==> src/tcmfc_defines.svh <==
// Register offsets, field positions, reset values for the timer channel block
`ifndef TCMFC_DEFINES_SVH
`define TCMFC_DEFINES_SVH
`define TCMFC_NUM_CH 6
`define TCMFC_OFS_STAT_BASE 8'h00
`define TCMFC_OFS_TSC 8'h18
`define TCMFC_OFS_INT_STAT 8'h1C
`define TCMFC_OFS_CMP_BASE 8'h20
`define TCMFC_OFS_INT_MASK 8'h38
`define TCMFC_BIT_FLAG 7
`define TCMFC_BIT_IE 6
`define TCMFC_BIT_BMS 5
`define TCMFC_BIT_MODE 4
`define TCMFC_BIT_ELS_HI 3
`define TCMFC_BIT_ELS_LO 2
`define TCMFC_BIT_HALT 5
`define TCMFC_BIT_CRST 4
`define TCMFC_RST_HALT 1'h1
`define TCMFC_RST_STAT 8'h00
`define TCMFC_RESP_OKAY 2'h0
`define TCMFC_RESP_SLVERR 2'h2
`endif

==> src/tcmfc_pkg.sv <==
// Types shared by the timer channel block
package tcmfc_pkg;
    typedef enum logic [1:0] {
        TCMFC_ELS_NONE = 2'b00,
        TCMFC_ELS_RISE = 2'b01,
        TCMFC_ELS_FALL = 2'b10,
        TCMFC_ELS_BOTH = 2'b11
    } tcmfc_els_e;
    typedef logic [7:0] tcmfc_addr_t;
endpackage : tcmfc_pkg

==> src/tcmfc_top.sv <==
// Six-channel timer mode and flag control with an AXI4-Lite register slave
`include "tcmfc_defines.svh"
`timescale 1ns/1ps
`default_nettype none
module tcmfc_top import tcmfc_pkg::*; (
    input wire logic CLK,
    input wire logic RST,
    input wire logic [7:0] S_AXI_AWADDR,
    input wire logic S_AXI_AWVALID,
    output logic S_AXI_AWREADY,
    input wire logic [31:0] S_AXI_WDATA,
    input wire logic [3:0] S_AXI_WSTRB,
    input wire logic S_AXI_WVALID,
    output logic S_AXI_WREADY,
    output logic [1:0] S_AXI_BRESP,
    output logic S_AXI_BVALID,
    input wire logic S_AXI_BREADY,
    input wire logic [7:0] S_AXI_ARADDR,
    input wire logic S_AXI_ARVALID,
    output logic S_AXI_ARREADY,
    output logic [31:0] S_AXI_RDATA,
    output logic [1:0] S_AXI_RRESP,
    output logic S_AXI_RVALID,
    input wire logic S_AXI_RREADY,
    input wire logic [15:0] COUNT,
    input wire logic [5:0] CHANNEL_PIN_IN,
    output logic [5:0] CHANNEL_PIN_OUT,
    output logic [5:0] CHANNEL_PIN_OE_N,
    output logic [5:0] CHANNEL_IRQ,
    output logic COUNTER_HALT,
    output logic COUNTER_RESET,
    output logic IRQ
);
    localparam int NCH = `TCMFC_NUM_CH;

    // ****************************************************************
    // Helper functions
    // ****************************************************************
    // Channel index of a per-channel word at base, or 7 when outside
    function automatic logic [2:0] ch_index(input tcmfc_addr_t a, input tcmfc_addr_t base);
        tcmfc_addr_t d;
        d = a - base;
        if (a >= base && d[1:0] == 2'h0 && d[7:2] < 6'(NCH))
            ch_index = d[4:2];
        else
            ch_index = 3'h7;
    endfunction : ch_index

    // ****************************************************************
    // Storage
    // ****************************************************************
    logic [5:0] flag_ff, ie_ff, bms_ff, mode_ff, armed_ff, lvl_ff;
    logic [1:0] els_ff [NCH];
    logic [15:0] cmp_ff [NCH];
    logic [5:0] pin_s1_ff, pin_s2_ff, pin_s3_ff, match_ff;
    logic [5:0] int_stat_ff, int_mask_ff;
    logic [5:0] off, out_mode, cap_ev, cmp_ev, ev, match_now;
    logic aw_held_ff, w_held_ff;
    tcmfc_addr_t awaddr_ff;
    logic [31:0] wdata_ff;
    logic [3:0] wstrb_ff;
    logic do_wr, ar_fire;
    logic [2:0] wr_st, wr_cmp, rd_st, rd_cmp;

    // ****************************************************************
    // Channel event detection
    // ****************************************************************
    // Odd partner is dead while its even neighbour runs buffered
    always_comb begin
        for (int i = 0; i < NCH; i++) begin
            off[i] = (i % 2 == 1) && bms_ff[i - (i % 2)];
            out_mode[i] = bms_ff[i] | (mode_ff[i] & (els_ff[i] != TCMFC_ELS_NONE));
            unique case (tcmfc_els_e'(els_ff[i]))
                TCMFC_ELS_RISE: cap_ev[i] = pin_s2_ff[i] & ~pin_s3_ff[i];
                TCMFC_ELS_FALL: cap_ev[i] = ~pin_s2_ff[i] & pin_s3_ff[i];
                TCMFC_ELS_BOTH: cap_ev[i] = pin_s2_ff[i] ^ pin_s3_ff[i];
                TCMFC_ELS_NONE: cap_ev[i] = 1'b0;
            endcase
            cap_ev[i] = cap_ev[i] & ~out_mode[i] & ~off[i];
            match_now[i] = (COUNT == cmp_ff[i]);
            // Only the first cycle of a match counts, a halted counter would refire
            cmp_ev[i] = match_now[i] & ~match_ff[i] & out_mode[i] & ~off[i];
            ev[i] = cap_ev[i] | cmp_ev[i];
        end
    end

    // Pin synchroniser; stage one feeds stage two only
    always_ff @(posedge CLK) begin
        if (RST) begin
            pin_s1_ff <= 6'h00;
            pin_s2_ff <= 6'h00;
            pin_s3_ff <= 6'h00;
            match_ff <= 6'h00;
        end else begin
            pin_s1_ff <= CHANNEL_PIN_IN;
            pin_s2_ff <= pin_s1_ff;
            pin_s3_ff <= pin_s2_ff;
            match_ff <= match_now;
        end
    end

    // ****************************************************************
    // AXI4-Lite write path
    // ****************************************************************
    assign do_wr = aw_held_ff & w_held_ff & ~S_AXI_BVALID;
    assign wr_st = ch_index(awaddr_ff, `TCMFC_OFS_STAT_BASE);
    assign wr_cmp = ch_index(awaddr_ff, `TCMFC_OFS_CMP_BASE);

    // Address and data are taken in either order, one write at a time
    always_ff @(posedge CLK) begin
        if (RST) begin
            aw_held_ff <= 1'b0;
            w_held_ff <= 1'b0;
            S_AXI_AWREADY <= 1'b1;
            S_AXI_WREADY <= 1'b1;
            S_AXI_BVALID <= 1'b0;
            S_AXI_BRESP <= `TCMFC_RESP_OKAY;
            awaddr_ff <= 8'h00;
            wdata_ff <= 32'h0000_0000;
            wstrb_ff <= 4'h0;
        end else begin
            if (S_AXI_AWVALID && S_AXI_AWREADY) begin
                aw_held_ff <= 1'b1;
                awaddr_ff <= S_AXI_AWADDR;
                S_AXI_AWREADY <= 1'b0;
            end
            if (S_AXI_WVALID && S_AXI_WREADY) begin
                w_held_ff <= 1'b1;
                wdata_ff <= S_AXI_WDATA;
                wstrb_ff <= S_AXI_WSTRB;
                S_AXI_WREADY <= 1'b0;
            end
            if (do_wr) begin
                aw_held_ff <= 1'b0;
                w_held_ff <= 1'b0;
                S_AXI_BVALID <= 1'b1;
                if (wr_st != 3'h7 || wr_cmp != 3'h7 || awaddr_ff == `TCMFC_OFS_TSC ||
                    awaddr_ff == `TCMFC_OFS_INT_STAT || awaddr_ff == `TCMFC_OFS_INT_MASK)
                    S_AXI_BRESP <= `TCMFC_RESP_OKAY;
                else
                    S_AXI_BRESP <= `TCMFC_RESP_SLVERR;
            end
            if (S_AXI_BVALID && S_AXI_BREADY) begin
                S_AXI_BVALID <= 1'b0;
                S_AXI_AWREADY <= 1'b1;
                S_AXI_WREADY <= 1'b1;
            end
        end
    end

    // ****************************************************************
    // Channel control fields
    // ****************************************************************
    // Partner channel ignores status writes while disabled; odd channels have no buffered bit
    always_ff @(posedge CLK) begin
        if (RST) begin
            ie_ff <= 6'h00;
            bms_ff <= 6'h00;
            mode_ff <= 6'h00;
            for (int i = 0; i < NCH; i++) begin
                els_ff[i] <= 2'h0;
                cmp_ff[i] <= 16'h0000;
            end
        end else if (do_wr) begin
            if (wr_st != 3'h7 && !off[wr_st] && wstrb_ff[0]) begin
                ie_ff[wr_st] <= wdata_ff[`TCMFC_BIT_IE];
                bms_ff[wr_st] <= wdata_ff[`TCMFC_BIT_BMS] & ~wr_st[0];
                mode_ff[wr_st] <= wdata_ff[`TCMFC_BIT_MODE];
                els_ff[wr_st] <= wdata_ff[`TCMFC_BIT_ELS_HI:`TCMFC_BIT_ELS_LO];
            end
            if (wr_cmp != 3'h7) begin
                if (wstrb_ff[0])
                    cmp_ff[wr_cmp][7:0] <= wdata_ff[7:0];
                if (wstrb_ff[1])
                    cmp_ff[wr_cmp][15:8] <= wdata_ff[15:8];
            end
        end
    end

    // ****************************************************************
    // Event flags and clearing sequence
    // ****************************************************************
    // Events win over the zero write and disarm any pending clear
    always_ff @(posedge CLK) begin
        if (RST) begin
            flag_ff <= 6'h00;
            armed_ff <= 6'h00;
        end else begin
            for (int i = 0; i < NCH; i++) begin
                if (ev[i]) begin
                    flag_ff[i] <= 1'b1;
                    armed_ff[i] <= 1'b0;
                end else begin
                    if (ar_fire && rd_st == 3'(i) && flag_ff[i] && !off[i])
                        armed_ff[i] <= 1'b1;
                    // A one written here is ignored
                    if (do_wr && wr_st == 3'(i) && wstrb_ff[0] && !off[i] &&
                        !wdata_ff[`TCMFC_BIT_FLAG]) begin
                        if (armed_ff[i])
                            flag_ff[i] <= 1'b0;
                        armed_ff[i] <= 1'b0;
                    end
                end
            end
        end
    end

    // ****************************************************************
    // Pin drive
    // ****************************************************************
    // Edge select 00 presets the level; compare matches then act on it
    always_ff @(posedge CLK) begin
        if (RST) begin
            lvl_ff <= 6'h3F; // mode 0 after reset means high
            CHANNEL_PIN_OUT <= 6'h3F;
            CHANNEL_PIN_OE_N <= 6'h3F;
        end else begin
            for (int i = 0; i < NCH; i++) begin
                if (els_ff[i] == TCMFC_ELS_NONE && !bms_ff[i])
                    lvl_ff[i] <= ~mode_ff[i];
                else if (cmp_ev[i]) begin
                    unique case (tcmfc_els_e'(els_ff[i]))
                        TCMFC_ELS_RISE: lvl_ff[i] <= ~lvl_ff[i];
                        TCMFC_ELS_FALL: lvl_ff[i] <= 1'b0;
                        TCMFC_ELS_BOTH: lvl_ff[i] <= 1'b1;
                        TCMFC_ELS_NONE: lvl_ff[i] <= lvl_ff[i];
                    endcase
                end
                CHANNEL_PIN_OE_N[i] <= ~(out_mode[i] & ~off[i]);
            end
            CHANNEL_PIN_OUT <= lvl_ff;
        end
    end

    // ****************************************************************
    // Counter control and interrupts
    // ****************************************************************
    // Counter reset is a write-only strobe, never stored
    always_ff @(posedge CLK) begin
        if (RST) begin
            COUNTER_HALT <= `TCMFC_RST_HALT;
            COUNTER_RESET <= 1'b0;
            int_mask_ff <= 6'h00;
            int_stat_ff <= 6'h00;
            CHANNEL_IRQ <= 6'h00;
            IRQ <= 1'b0;
        end else begin
            COUNTER_RESET <= 1'b0;
            if (do_wr && awaddr_ff == `TCMFC_OFS_TSC && wstrb_ff[0]) begin
                COUNTER_HALT <= wdata_ff[`TCMFC_BIT_HALT];
                COUNTER_RESET <= wdata_ff[`TCMFC_BIT_CRST];
            end
            if (do_wr && awaddr_ff == `TCMFC_OFS_INT_MASK && wstrb_ff[0])
                int_mask_ff <= wdata_ff[5:0];
            // Set wins over a same-cycle write-one clear
            if (do_wr && awaddr_ff == `TCMFC_OFS_INT_STAT && wstrb_ff[0])
                int_stat_ff <= (int_stat_ff & ~wdata_ff[5:0]) | ev;
            else
                int_stat_ff <= int_stat_ff | ev;
            CHANNEL_IRQ <= flag_ff & ie_ff & ~off;
            IRQ <= |(int_stat_ff & int_mask_ff);
        end
    end

    // ****************************************************************
    // AXI4-Lite read path
    // ****************************************************************
    assign ar_fire = S_AXI_ARVALID & S_AXI_ARREADY;
    assign rd_st = ch_index(S_AXI_ARADDR, `TCMFC_OFS_STAT_BASE);
    assign rd_cmp = ch_index(S_AXI_ARADDR, `TCMFC_OFS_CMP_BASE);

    // Data captured at address accept, answered next cycle
    always_ff @(posedge CLK) begin
        if (RST) begin
            S_AXI_ARREADY <= 1'b1;
            S_AXI_RVALID <= 1'b0;
            S_AXI_RDATA <= 32'h0000_0000;
            S_AXI_RRESP <= `TCMFC_RESP_OKAY;
        end else if (ar_fire) begin
            S_AXI_ARREADY <= 1'b0;
            S_AXI_RVALID <= 1'b1;
            S_AXI_RRESP <= `TCMFC_RESP_OKAY;
            S_AXI_RDATA <= 32'h0000_0000;
            if (rd_st != 3'h7) begin
                if (!off[rd_st])
                    S_AXI_RDATA[7:0] <= {flag_ff[rd_st], ie_ff[rd_st], bms_ff[rd_st],
                                         mode_ff[rd_st], els_ff[rd_st], 2'h0};
            end else if (rd_cmp != 3'h7)
                S_AXI_RDATA[15:0] <= cmp_ff[rd_cmp];
            else if (S_AXI_ARADDR == `TCMFC_OFS_TSC)
                S_AXI_RDATA[`TCMFC_BIT_HALT] <= COUNTER_HALT;
            else if (S_AXI_ARADDR == `TCMFC_OFS_INT_STAT)
                S_AXI_RDATA[5:0] <= int_stat_ff;
            else if (S_AXI_ARADDR == `TCMFC_OFS_INT_MASK)
                S_AXI_RDATA[5:0] <= int_mask_ff;
            else
                S_AXI_RRESP <= `TCMFC_RESP_SLVERR;
        end else if (S_AXI_RVALID && S_AXI_RREADY) begin
            S_AXI_RVALID <= 1'b0;
            S_AXI_ARREADY <= 1'b1;
        end
    end
endmodule : tcmfc_top
`default_nettype wire

==> config.mk <==
export PLATFORM = sky130hd
export DESIGN_NAME = tcmfc_top
export DESIGN_NICKNAME = d
export VERILOG_FILES = /design/src/tcmfc_pkg.sv /design/src/tcmfc_top.sv
export VERILOG_INCLUDE_DIRS = /design/src /design/src/src
export SDC_FILE = /design/constraint.sdc
export NUM_CORES = 1
export LEC_CHECK = 0
export BUFFER_PORTS_ARGS = -buffer_cell sky130_fd_sc_hd__buf_2
export CAP_MARGIN = 30
export CORE_UTILIZATION = 65
export CTS_BUF_LIST = sky130_fd_sc_hd__clkbuf_4 sky130_fd_sc_hd__clkbuf_8
export DETAILED_ROUTE_END_ITERATION = 8
export GPL_TIMING_DRIVEN = 1
export HOLD_SLACK_MARGIN = 0.02
export PLACE_DENSITY = 0.95
export SETUP_SLACK_MARGIN = 0.4
export SLEW_MARGIN = 30
export SYNTH_ARGS = -nofsm -noshare
export SYNTH_HDL_FRONTEND = slang
export SYNTH_SLANG_ARGS = --single-unit
==> constraint.sdc <==
create_clock -name CLK -period 7.95 [get_ports CLK]
set_input_delay 0.795 -clock CLK [delete_from_list [all_inputs] [get_ports CLK]]
set_output_delay 0.795 -clock CLK [all_outputs]
set_load 0.05 [all_outputs]
-- Word-level counts from Yosys, hierarchy flattened
Memory sizes are Yosys's and may differ from the RTL's.
Cells that the tools add are included.
- register bits after elaboration: 146
- memory bits (writable): 108
- input port bits: 81
- output and inout port bits: 62
- word-level logic and storage cells: 473
- memories kept: 2
- memory list (memory ; words ; width ; read ports ; clocked after Yosys merged registers in ; wr ports ; RTL line ; source):
    cmp_ff ; 6 ; 16 ; 7 ; 0 ; 6 ; tcmfc_top.sv:54 ; logic [15:0] cmp_ff [NCH];
    els_ff ; 6 ; 2 ; 7 ; 0 ; 6 ; tcmfc_top.sv:53 ; logic [1:0] els_ff [NCH];
- $add $sub $neg: 2
- magnitude comparators: 11
- eq/ne operators: 50
- multiplexer cells: 105
- bitwise operators: 120
- reductions and logical operators: 137
- operators with widths (cell ; number):
    $eq 16x16->1 ; 6
    $logic_and 1x1->1 ; 63
    $mux 1 ; 59
    $reduce_bool 2->1 ; 25
    $and 1x1->1 ; 49
    $not 1->1 ; 45
    $eq 8x5->1 const B ; 4
    $reduce_and 2->1 ; 13
    $and 6x6->6 ; 4
    $eq 2x2->1 const B ; 12
    $lt 6x3->1 const B ; 4
    $mux 6 ; 4
    $mux 8 ; 3
    $pmux 1 s4 ; 6
    $logic_not 2->1 ; 10
    $bmux 1 s3 ; 6
    $bwmux 6 ; 3
    $mux 3 ; 6
    $pmux 1 s3 ; 6
    $reduce_or 3->1 ; 6
    $eq 8x6->1 const B ; 2
    $ge 8x1->1 const B ; 2
    $ge 8x6->1 const B ; 2
    $mux 16 ; 1
    23 further kinds ; 84

-- Logic depth before layout (Yosys ltp)
Gate-level depths: netlist of the first run.
- depth after elaboration: 15
- depth in mapped cells: 11
- mapped depth without buffers: 8

-- Worst setup path before layout of the first run
OpenSTA, ideal clock, no wires.
- path type: input to register
- start: in COUNT[1]
- end: reg lvl_ff[4]
- library setup time: 116 ps
- arrival: 2747 ps
- data required time: 7834 ps
- path slack: 5087 ps
- stages on the path: 7
- path buffers: 1
- path through: clkbuf_1 > xor2_1 > nor4_1 > nand4_1 > or3_1 > or4b_2 > a31o_2
- cells in the longest elaborated chain, start to end: 5
- ends and longest elaborated chain (element ; RTL line ; source):
    start, declared ; tcmfc_top.sv:25 ; input wire logic [15:0] COUNT,
    $eq 16x16->1 ; tcmfc_top.sv:80 ; match_now[i] = (COUNT == cmp_ff[i]);
    $and 1x1->1 (2 in a row) ; tcmfc_top.sv:82 ; cmp_ev[i] = match_now[i] & ~match_ff[i] & out_mode[i] & ~off[i];
    $reduce_bool 2->1 (no line) ; -- ;
    $reduce_and 2->1 (no line) ; -- ;
    end signal, assigned by index ; tcmfc_top.sv:220 ; lvl_ff[i] <= ~mode_ff[i];
    end signal, assigned by index ; tcmfc_top.sv:223 ; TCMFC_ELS_RISE: lvl_ff[i] <= ~lvl_ff[i];
    end signal, assigned by index ; tcmfc_top.sv:226 ; TCMFC_ELS_NONE: lvl_ff[i] <= lvl_ff[i];
    end, declared ; tcmfc_top.sv:52 ; logic [5:0] flag_ff, ie_ff, bms_ff, mode_ff, armed_ff, lvl_ff;
No other way between the ends.
A chain may end at the register's enable or synchronous reset.

==> impl_metrics.env, run 1 <==
export IMPL_synthDistinctLibCells=72
export IMPL_ys_seq_area_share_pct=50.3
export IMPL_grt_usage_pct=36.7
export IMPL_cts_root_buf="clkbuf_8"
export IMPL_synth_edff_count=110
export IMPL_core_sq_um=18300
export IMPL_port_buffers=106
export IMPL_finalHoldViolCount=0
export IMPL_layout_commonest_cell="nor2_1"
export IMPL_routed_wl_mm=35.8
export IMPL_worstSkewPairLatency_ns=0.57
export IMPL_hpwlAfterDp_mm=24.6
export IMPL_ctsHtreeMaxLevel=2
export IMPL_path_cells="a211o_1 -> nor3_1 -> o2111a_1 -> o21ai_0 -> or4_1 -> nand2_1"
export IMPL_max_stage_delay_ns=0.77
export IMPL_cts_hold_buf=0
export IMPL_via_count=10600
export IMPL_rsz0062_at_grt="no"
export IMPL_viasPerCell=6.55
export IMPL_grt_pass1_wl_mm=54.7
export IMPL_die_y_um=140
export IMPL_grt_pass1_vias=10100
export IMPL_p_leak_uw=0.00543
export IMPL_period_needed_ns=3.91
export IMPL_cp_end_kind="flip-flop"
export IMPL_final_layout_size_suffix_gt1_share_pct=17.1
export IMPL_drtAntennaViolNets=0
export IMPL_drtPass1Iterations=9
export IMPL_hp_class="flip-flop to flip-flop"
export IMPL_p_per_area_nw_per_um2=217
export IMPL_insertedDiodeCount=0
export IMPL_worst_path_max_delay_cell="or4_1"
export IMPL_clk_transition_reported_paths_ns=0.06
export IMPL_worstPathRequired_ns=8.14
export IMPL_final_nets=1452
export IMPL_min_period_over_period_pct=49.1
export IMPL_holdWs_ns=0.438
export IMPL_relSlewSlack_pct=34.4
export IMPL_synth_area_leaders="edfxtp_1, dfxtp_1, xor2_1, nor2_1, nand2_1"
export IMPL_ir_worst_vdd_v=0.000154
export IMPL_slew_viol_final=0
export IMPL_max_slew_worst_pin_slew_ns=0.980
export IMPL_cts_resized=0
export IMPL_cp_start_kind="flip-flop"
export IMPL_power_uw=2980
export IMPL_async_flop_share_pct=0
export IMPL_dieArea_sq_um=19500
export IMPL_worstPathArrival_ns=4.10
export IMPL_wl_per_cell_um=22.1
export IMPL_synth_top_cell_area_share_pct=26.9
export IMPL_ys_flop_type="dfxtp_1"
export IMPL_grt_overflow_total=0
export IMPL_drt_iter0_drc=1639
export IMPL_grt_max_degree=85
export IMPL_ios=143
export IMPL_routabilityCongestion=0.987
export IMPL_r2r_start="awaddr_ff[4]"
export IMPL_cts_setup_buffers=0
export IMPL_syn_cell_area_sq_um=12300
export IMPL_antenna_found_initial=0
export IMPL_tritoncts="built"
export IMPL_area_growth_pct=11.4
export IMPL_syn_avg_cell_area_sq_um=9.55
export IMPL_start_util_pct=67.3
export IMPL_worstHoldStart="pin_s1_ff[1]"
export IMPL_synth_top_area_cell="edfxtp_1"
export IMPL_fin_worst_skew_ns=0.0410
export IMPL_fin_tns_setup_ns=0
export IMPL_status="finished with violations"
export IMPL_postSynthCellCount=1288
export IMPL_fmaxAchievable_mhz=256
export IMPL_clock_sinks=254
export IMPL_cts_path_max_buffers=3
export IMPL_synth_seq_cells=254
export IMPL_cts_buffers=41
export IMPL_fillerInstances=1231
export IMPL_drv_cap=0
export IMPL_ys_warnings_count=0
export IMPL_violations="design-rule violations"
export IMPL_die_x_um=140
export IMPL_critPathLaunch="awaddr_ff[4]"
export IMPL_cp_max_fo=19
export IMPL_most_common_layout_cells="nor2_1, dfxtp_1, nand2_1"
export IMPL_setup_viol=0
export IMPL_worstSetupPathType="flip-flop to flip-flop"
export IMPL_drc_errors=1
export IMPL_fp_row_count=49
cell type report:
class                      count  area [sq um]  area share [%]
timing repair buffer         110           563            4.11
clock buffer                  56           739            5.40
clock inverter                19           198            1.44
sequential                   254          6190            45.2
inverter                      49           184            1.34
multi-input combinational    901          5540            40.5
tap                          229           287            2.09
synthesized netlist by cell type, drive strengths merged (5+ instances only):
library cell  count
inv              48
o22ai            12
dfxtp           144
a221oi            6
nand3b            6
o21ai            31
nand2b           17
nand2           138
or4               5
mux2             17
o211ai            7
mux4              6
a21oi            71
a22o              8
edfxtp          110
buf              31
clkbuf           72
xor2             81
a22oi            10
nand3            21
nor2            174
o31ai             7
xnor2            17
a222oi            8
nor4             27
nor3             23
nand4            11
ha               14
nor2b            18
mux2i            38
or2              28
a31oi             7
and3             10
power by group:
group	switching (uW)	internal (uW)
clock network	540	738
logic	175	83.6
registers	42.0	1400
registers in the layout, summed over array words and instances, names as in the netlist, 6 cells and up:
| signal | flops |
|---|---|
| ie_ff | 6 |
| CHANNEL_IRQ | 6 |
| lvl_ff | 6 |
| int_stat_ff | 6 |
| CHANNEL_PIN_OUT | 6 |
| awaddr_ff | 8 |
| match_ff | 6 |
| flag_ff | 6 |
| wdata_ff | 16 |
| S_AXI_RDATA | 16 |
| pin_s2_ff | 6 |
| els_ff | 12 |
| armed_ff | 6 |
| int_mask_ff | 6 |
| pin_s1_ff | 6 |
| cmp_ff | 98 |
| CHANNEL_PIN_OE_N | 6 |
| pin_s3_ff | 6 |
| bms_ff | 6 |
| mode_ff | 6 |
worst max-delay path: cells and delay by family (launching register included):
kind / cells / cell delay (ns)
AO/OA/AOI/OAI: 3 / 1.48
flip-flops: 1 / 0.52
AND/OR/NAND/NOR: 3 / 1.54
routing by layer:
layer	part of all wire, %	vias up	wire length [um]	track usage [%]
li1	-	4616	-	-
met1	36	4916	13000	47.2
met2	45	869	16100	58.0
met3	13	199	4800	8.84
met4	5.3	0	1900	18.8
met5	0	-	0	0
logic make-up after synthesis:
kind of cell / after synthesis / synth area share, %
AO/OA/AOI/OAI: 206 / 11.0
other: 1 / 0.0305
flip-flops: 254 / 50.3
buffers and inverters: 152 / 5.24
multiplexers: 61 / 5.75
AND/OR/NAND/NOR: 502 / 19.3
adder cells (fa/ha/maj): 14 / 1.42
XOR/XNOR: 98 / 6.98
worst paths after layout:
check	end	slack, ns	depth (start not counted)
hold / removal	pin_s2_ff[1]	0.44	1
hold reg to reg	pin_s2_ff[1]	0.44	1
setup / recovery	cmp_ff[0][10]	4.04	6
setup reg to reg	cmp_ff[0][10]	4.04	6
per-stage QoR:
step                      cells  area (sq um)  setup WS (ns)  util, %
after floorplan            1307         12400           5.09        -
after global routing       1618         13700           3.93     75.0
after detailed placement   1543         12800           3.85     69.9
after global placement     1543         12800           3.87     69.9
after CTS                  1618         13700           4.12     75.0
final                      1618         13700           4.04     75.0
Power figures use the tool's default switching activity.
==> run 2, diff against run 1 <==
Settings changed: ABC_AREA set to 1, CORE_UTILIZATION 65 to 55, PLACE_DENSITY 0.95 to 0.86.
Clock period 7.95 ns to 3.2 ns, I/O delays scaled along.
==> impl_metrics.env, run 2 <==
export IMPL_grt_max_degree=59
export IMPL_worstSetupEndpoint="cmp_ff[4][9]"
export IMPL_max_stage_delay_ns=0.39
export IMPL_rsz0062_at_grt="yes"
export IMPL_p_switching_uw=1960
export IMPL_worstPathArrival_ns=2.93
export IMPL_cts_setup_buffers=0
export IMPL_cp_end_kind="flip-flop"
export IMPL_synth_top_cell_area_share_pct=26.0
export IMPL_max_flop_register="cmp_ff"
export IMPL_yosysMostFrequentCell="nand2_1"
export IMPL_fin_util_pct=64.1
export IMPL_p_per_area_nw_per_um2=498
export IMPL_worstSkewPairLatency_ns=0.57
export IMPL_status="finished clean"
export IMPL_die_x_um=158
export IMPL_grt_usage_pct=30.7
export IMPL_clock_sinks=260
export IMPL_dpl_instance_area_sq_um=14100
export IMPL_dpl_worst_slack_ns=0.502
export IMPL_tritoncts="built"
export IMPL_hp_class="input pin to flip-flop"
export IMPL_cts_path_max_buffers=3
export IMPL_drc_errors=0
export IMPL_min_period_over_period_pct=84.0
export IMPL_ios=143
export IMPL_largest_register_ffs=102
export IMPL_ff2ff_setup_slack_ns=0.51
export IMPL_fin_tns_setup_ns=0
export IMPL_synth_edff_count=116
export IMPL_routed_wl_mm=37.3
export IMPL_clockPowerShare_pct=41.3
export IMPL_core_sq_um=23700
export IMPL_p_comb_share_pct=9.9
export IMPL_insertedDiodeCount=0
export IMPL_async_flop_share_pct=0
export IMPL_switching_share_pct=25.9
export IMPL_reg_largest_list="cmp_ff x102, S_AXI_RDATA x16, wdata_ff x16"
export IMPL_port_buffers=106
export IMPL_synth_commonest_cells="nand2_1, nor2_1, inv_1"
export IMPL_viasPerCell=5.50
export IMPL_pwr_share_seq_pct=48.9
export IMPL_setup_viol=0
export IMPL_synth_area_leaders="edfxtp_1, dfxtp_1, nand2_1, nor2_1, xnor2_1"
export IMPL_die_y_um=158
export IMPL_final_nets=1907
export IMPL_fin_ws_ns=0.511
export IMPL_fp_row_count=56
export IMPL_worstSetupPathType="flip-flop to flip-flop"
export IMPL_grt_overflow_total=0
export IMPL_cp_max_fo=19
export IMPL_p_int_uw=5590
export IMPL_slew_viol_final=0
export IMPL_layout_commonest_cell="nand2_1"
export IMPL_period_needed_ns=2.69
export IMPL_worst_path_buf_inv=1
export IMPL_drtAntennaViolNets=0
export IMPL_r2r_cells=8
export IMPL_synth_seq_cells=260
export IMPL_ys_warnings_count=0
export IMPL_critPathLaunch="awaddr_ff[5]"
export IMPL_r2r_start="awaddr_ff[5]"
export IMPL_grt_pass1_vias=11300
export IMPL_routabilityCongestion=0.947
export IMPL_clk_transition_reported_paths_ns=0.06
export IMPL_worst_path_max_delay_cell="nand4_2"
export IMPL_path_cells="inv_1 -> ha_1 -> nand3_2 -> nor2_2 -> nand4_2 -> nand2_2 -> nand4_2 -> nand2_2"
export IMPL_r2r_end="cmp_ff[4][9]"
export IMPL_fmaxAchievable_mhz=372
export IMPL_area_growth_pct=13.3
export IMPL_hpwlAfterDp_mm=26.9
export IMPL_postSynthCellCount=1692
export IMPL_ys_seq_area_share_pct=47.5
export IMPL_power_uw=7550
export IMPL_fin_worst_skew_ns=0.0225
export IMPL_final_layout_size_suffix_gt1_share_pct=14.5
export IMPL_ctsHtreeMaxLevel=2
export IMPL_dieArea_sq_um=25000
export IMPL_cp_num_cells=8
export IMPL_most_common_layout_cells="nand2_1, nor2_1, inv_1"
export IMPL_synth_top_area_cell="edfxtp_1"
export IMPL_ir_worst_vdd_v=0.000317
export IMPL_wl_per_cell_um=17.3
export IMPL_fillerInstances=1975
export IMPL_syn_avg_cell_area_sq_um=7.91
export IMPL_grt_pass1_wl_mm=58.1
export IMPL_cp_top_family="simple AND/OR/NAND/NOR gates"
export IMPL_finalHoldViolCount=0
export IMPL_via_count=11900
export IMPL_syn_cell_area_sq_um=13400
export IMPL_synthDistinctLibCells=48
export IMPL_cts_root_buf="clkbuf_8"
export IMPL_worstPathRequired_ns=3.44
export IMPL_drv_cap=0
export IMPL_cp_start_kind="flip-flop"
export IMPL_drt_iter0_drc=1241
export IMPL_antenna_found_initial=0
export IMPL_ys_flop_type="dfxtp_1"
export IMPL_cts_buffers=43
export IMPL_p_leak_uw=0.00641
export IMPL_drtPass1Iterations=6
export IMPL_fin_area_sq_um=15200
export IMPL_start_util_pct=56.5
export IMPL_relSlewSlack_pct=53.5
export IMPL_max_slew_worst_pin_slew_ns=0.695
run 2: cell types whose count changed after synthesis, sizes merged, moves of 23 or more:
cell / before / now
clkbuf: 72 / 42
nor2: 174 / 291
nor4: 27 / 4
inv: 48 / 193
xnor2: 17 / 84
mux2i: 38 / 0
xor2: 81 / 4
nand3: 21 / 127
nand4: 11 / 49
nand2: 138 / 305
o21ai: 31 / 116
run 2: worst register-to-register path, cell delays in order, from the launching register on:
cell	delay, ns
dfxtp_1	0.37
inv_1	0.12
ha_1	0.32
nand3_2	0.08
nor2_2	0.22
nand4_2	0.19
nand2_2	0.32
nand4_2	0.39
nand2_2	0.34
run 2: logic make-up (layout without fill, tap and decap cells):
kind of cell    Yosys count  in the layout  share of synthesized area (%)
other cells               1             26                         0.0280
simple gates            836            836                           28.0
fa+ha+maj                14             14                           1.31
compound gates          205            205                           8.32
buf+inv                 288            416                           9.00
flops                   260            260                           47.5
xor+xnor                 88             88                           5.76
run 2: per-layer routing:
metal | global-route usage (%) | share of wire (%) | vias up
li1 | - | - | 5702
met1 | 39.2 | 39 | 5404
met2 | 49.7 | 46 | 687
met3 | 6.43 | 11 | 117
met4 | 14.7 | 4.3 | 0
met5 | 0 | 0 | -
run 2: stage by stage:
step,hold slack (ns),instances
after floorplan,0.388,1717
after global placement,0.391,2073
after detailed placement,0.395,2073
after CTS,0.0204,2164
after global routing,0.0442,2164
final,0.0270,2164
run 2: worst min path at each step:
stage	start	to	cells past startpoint
after global routing	S_AXI_WDATA[11]	wdata_ff[11]	3
final	S_AXI_WDATA[9]	wdata_ff[9]	3
after floorplan	pin_s1_ff[0]	pin_s2_ff[0]	2
after CTS	S_AXI_WSTRB[0]	wstrb_ff[0]	3
after detailed placement	pin_s1_ff[5]	pin_s2_ff[5]	2
after global placement	pin_s1_ff[2]	pin_s2_ff[2]	2
run 2: repair_timing:
action                                  in CTS  in global routing
hold buffers                                13                  0
gates resized for setup                      0                  5
endpoints found under the setup margin       0                 38
endpoints found under the hold margin       14                  0
run 2: final cells by class:
class                      count  area, sq um  share of cell area [%]
inverter                     200          752                    4.96
sequential                   260         6370                    42.0
clock inverter                 7         60.1                   0.396
clock buffer                  71          865                    5.70
timing repair buffer         138          803                    5.29
multi-input combinational   1169         5930                    39.1
tap                          319          399                    2.63
run 2: power by group through the flow:
| stage | Clock (uW) | Combinational [uW] | Sequential (uW) |
|---|---|---|---|
| after floorplan | 0 | 508 | 3770 |
| after global placement | 0 | 695 | 3750 |
| after detailed placement | 0 | 715 | 3760 |
| after CTS | 3110 | 734 | 3690 |
| after global routing | 3250 | 822 | 3700 |
| final | 3110 | 745 | 3690 |
==> run 3, diff against run 2 <==
Clock period 3.2 ns to 2.2 ns, I/O delays scaled along.
==> impl_metrics.env, run 3 (same netlist as run 2, synthesis figures left out) <==
export IMPL_worstPathArrival_ns=2.44
export IMPL_port_buffers=106
export IMPL_grt_pass1_wl_mm=62.9
export IMPL_rsz0062_at_grt="yes"
export IMPL_reg_largest_list="cmp_ff x102, S_AXI_RDATA x16, wdata_ff x16"
export IMPL_drv_cap=0
export IMPL_worstSkewPairLatency_ns=0.59
export IMPL_min_path_cells=4
export IMPL_cp_end_kind="flip-flop"
export IMPL_final_nets=1994
export IMPL_layout_cells_non_filler=2254
export IMPL_fin_worst_skew_ns=0.0313
export IMPL_area_growth_pct=25.7
export IMPL_drt_iter0_drc=1664
export IMPL_worstSetupPathType="flip-flop to flip-flop"
export IMPL_r2r_start="awaddr_ff[5]"
export IMPL_r2r_cells=10
export IMPL_ff2ff_setup_slack_ns=0.05
export IMPL_drtAntennaViolNets=0
export IMPL_cts_buffers=44
export IMPL_wl_per_cell_um=19.3
export IMPL_grt_pass1_vias=11800
export IMPL_routed_wl_mm=43.4
export IMPL_insertedDiodeCount=0
export IMPL_fp_row_count=56
export IMPL_antenna_found_initial=0
export IMPL_drtPass1Iterations=9
export IMPL_clk_transition_reported_paths_ns=0.06
export IMPL_worstSetupEndpoint="cmp_ff[0][10]"
export IMPL_cts_root_buf="clkbuf_8"
export IMPL_dpl_worst_slack_ns=-0.0192
export IMPL_die_x_um=158
export IMPL_critPathLaunch="awaddr_ff[5]"
export IMPL_fin_area_sq_um=16800
export IMPL_largest_register_ffs=102
export IMPL_min_period_over_period_pct=97.7
export IMPL_p_leak_uw=0.00722
export IMPL_dieArea_sq_um=25000
export IMPL_status="finished clean"
export IMPL_fin_ws_ns=0.0510
export IMPL_holdWs_ns=0.170
export IMPL_finalHoldViolCount=0
export IMPL_r2r_end="cmp_ff[0][10]"
export IMPL_grt_usage_pct=33.2
export IMPL_viasPerCell=5.75
export IMPL_p_per_area_nw_per_um2=681
export IMPL_fin_util_pct=71.1
export IMPL_cts_path_max_buffers=3
export IMPL_grt_overflow_total=0
export IMPL_cp_start_kind="flip-flop"
export IMPL_setup_viol=0
export IMPL_drc_errors=0
export IMPL_max_slew_worst_pin_slew_ns=0.723
export IMPL_cp_max_fo=8
export IMPL_worstPathRequired_ns=2.49
export IMPL_relSlewSlack_pct=51.6
export IMPL_max_stage_delay_ns=0.34
export IMPL_ctsHtreeMaxLevel=2
export IMPL_dpl_instance_area_sq_um=14700
export IMPL_routabilityCongestion=1.04
export IMPL_fmaxAchievable_mhz=465
export IMPL_most_common_layout_cells="nand2_1, nor2_1, inv_1"
export IMPL_placed_cells=2120
export IMPL_path_cells="inv_2 -> ha_4 -> nand3_4 -> nor2_4 -> nand4_4 -> a21oi_4 -> buf_12 -> nand3_4 -> o21ai_4 -> buf_12"
export IMPL_slew_viol_final=0
export IMPL_ios=143
export IMPL_clock_sinks=260
export IMPL_tritoncts="built"
export IMPL_hp_class="input pin to flip-flop"
export IMPL_via_count=13000
export IMPL_ir_worst_vdd_v=0.000474
export IMPL_final_layout_size_suffix_gt1_share_pct=22.2
export IMPL_max_flop_register="cmp_ff"
export IMPL_worst_path_max_delay_cell="dfxtp_2"
export IMPL_layout_commonest_cell="nand2_1"
export IMPL_start_util_pct=56.5
export IMPL_core_sq_um=23700
export IMPL_period_needed_ns=2.15
export IMPL_hpwlAfterDp_mm=29.0
export IMPL_die_y_um=158
export IMPL_grt_max_degree=56
## run 3: cell types whose count changed in the layout (fill, tap and decap cells not counted), moves of 11 or more
cell | previous run | this run
nand2_4 | 0 | 16
dlygate4sd3_1 | 13 | 34
buf_12 | 0 | 11
nor3_1 | 21 | 9
nand2_1 | 297 | 271
nor2_2 | 4 | 15
nor2_1 | 286 | 257
nor2_4 | 1 | 19
buf_4 | 19 | 59
## run 3: worst max-delay path, delay by kind of cell (launching register included)
family	cells	cell delay [ns]
AO/OA/AOI/OAI	2	0.38
adder cells (fa/ha/maj)	1	0.27
buffers and inverters	3	0.33
flip-flops	1	0.34
AND/OR/NAND/NOR	4	0.53
## run 3: power breakdown
group / internal, uW / switching, uW
Sequential: 5210 / 175
Combinational: 439 / 869
Clock: 2690 / 2080
## run 3: area by class of cell
cell class                      count  area [sq um]
Fill cell                        1721          6850
Multi-Input combinational cell   1169          6620
Sequential cell                   260          6370
Timing Repair Buffer              224          1720
Inverter                          200           763
Clock buffer                       60           744
Tap cell                          319           399
Clock inverter                     22           214
## run 3: through the flow
step                total power, uW  TNS, ns
floorplan                      6250        0
global placement               6540        0
detailed placement             6580  -0.0277
CTS                           11300        0
global route                  11800   -0.894
finish                        11500        0
## run 3: how the worst min path moves through the flow
| stage | from | slack (ns) | end |
|---|---|---|---|
| finish | S_AXI_WVALID | 0.17 | S_AXI_WREADY |
| global route | S_AXI_WVALID | 0.22 | w_held_ff |
| detailed placement | pin_s1_ff[4] | 0.39 | pin_s2_ff[4] |
| floorplan | CHANNEL_PIN_IN[0] | 0.33 | pin_s1_ff[0] |
| global placement | pin_s1_ff[3] | 0.39 | pin_s2_ff[3] |
| CTS | S_AXI_WVALID | 0.14 | S_AXI_WREADY |
## run 3: routing by layer
| layer | global-route usage, % | wire, um | up-vias |
|---|---|---|---|
| li1 | - | - | 5903 |
| met5 | 0 | 0 | - |
| met1 | 45.3 | 17000 | 5928 |
| met3 | 6.71 | 5330 | 175 |
| met4 | 12.4 | 1700 | 0 |
| met2 | 52.1 | 19400 | 954 |
## run 3: repair_timing
item,CTS,global route
setup buffers,12,5
endpoints found under the setup margin,257,271
gates cloned,1,0
pin swaps,10,9
hold endpoints to repair,37,0
gates resized for setup,85,90
hold buffers,34,0
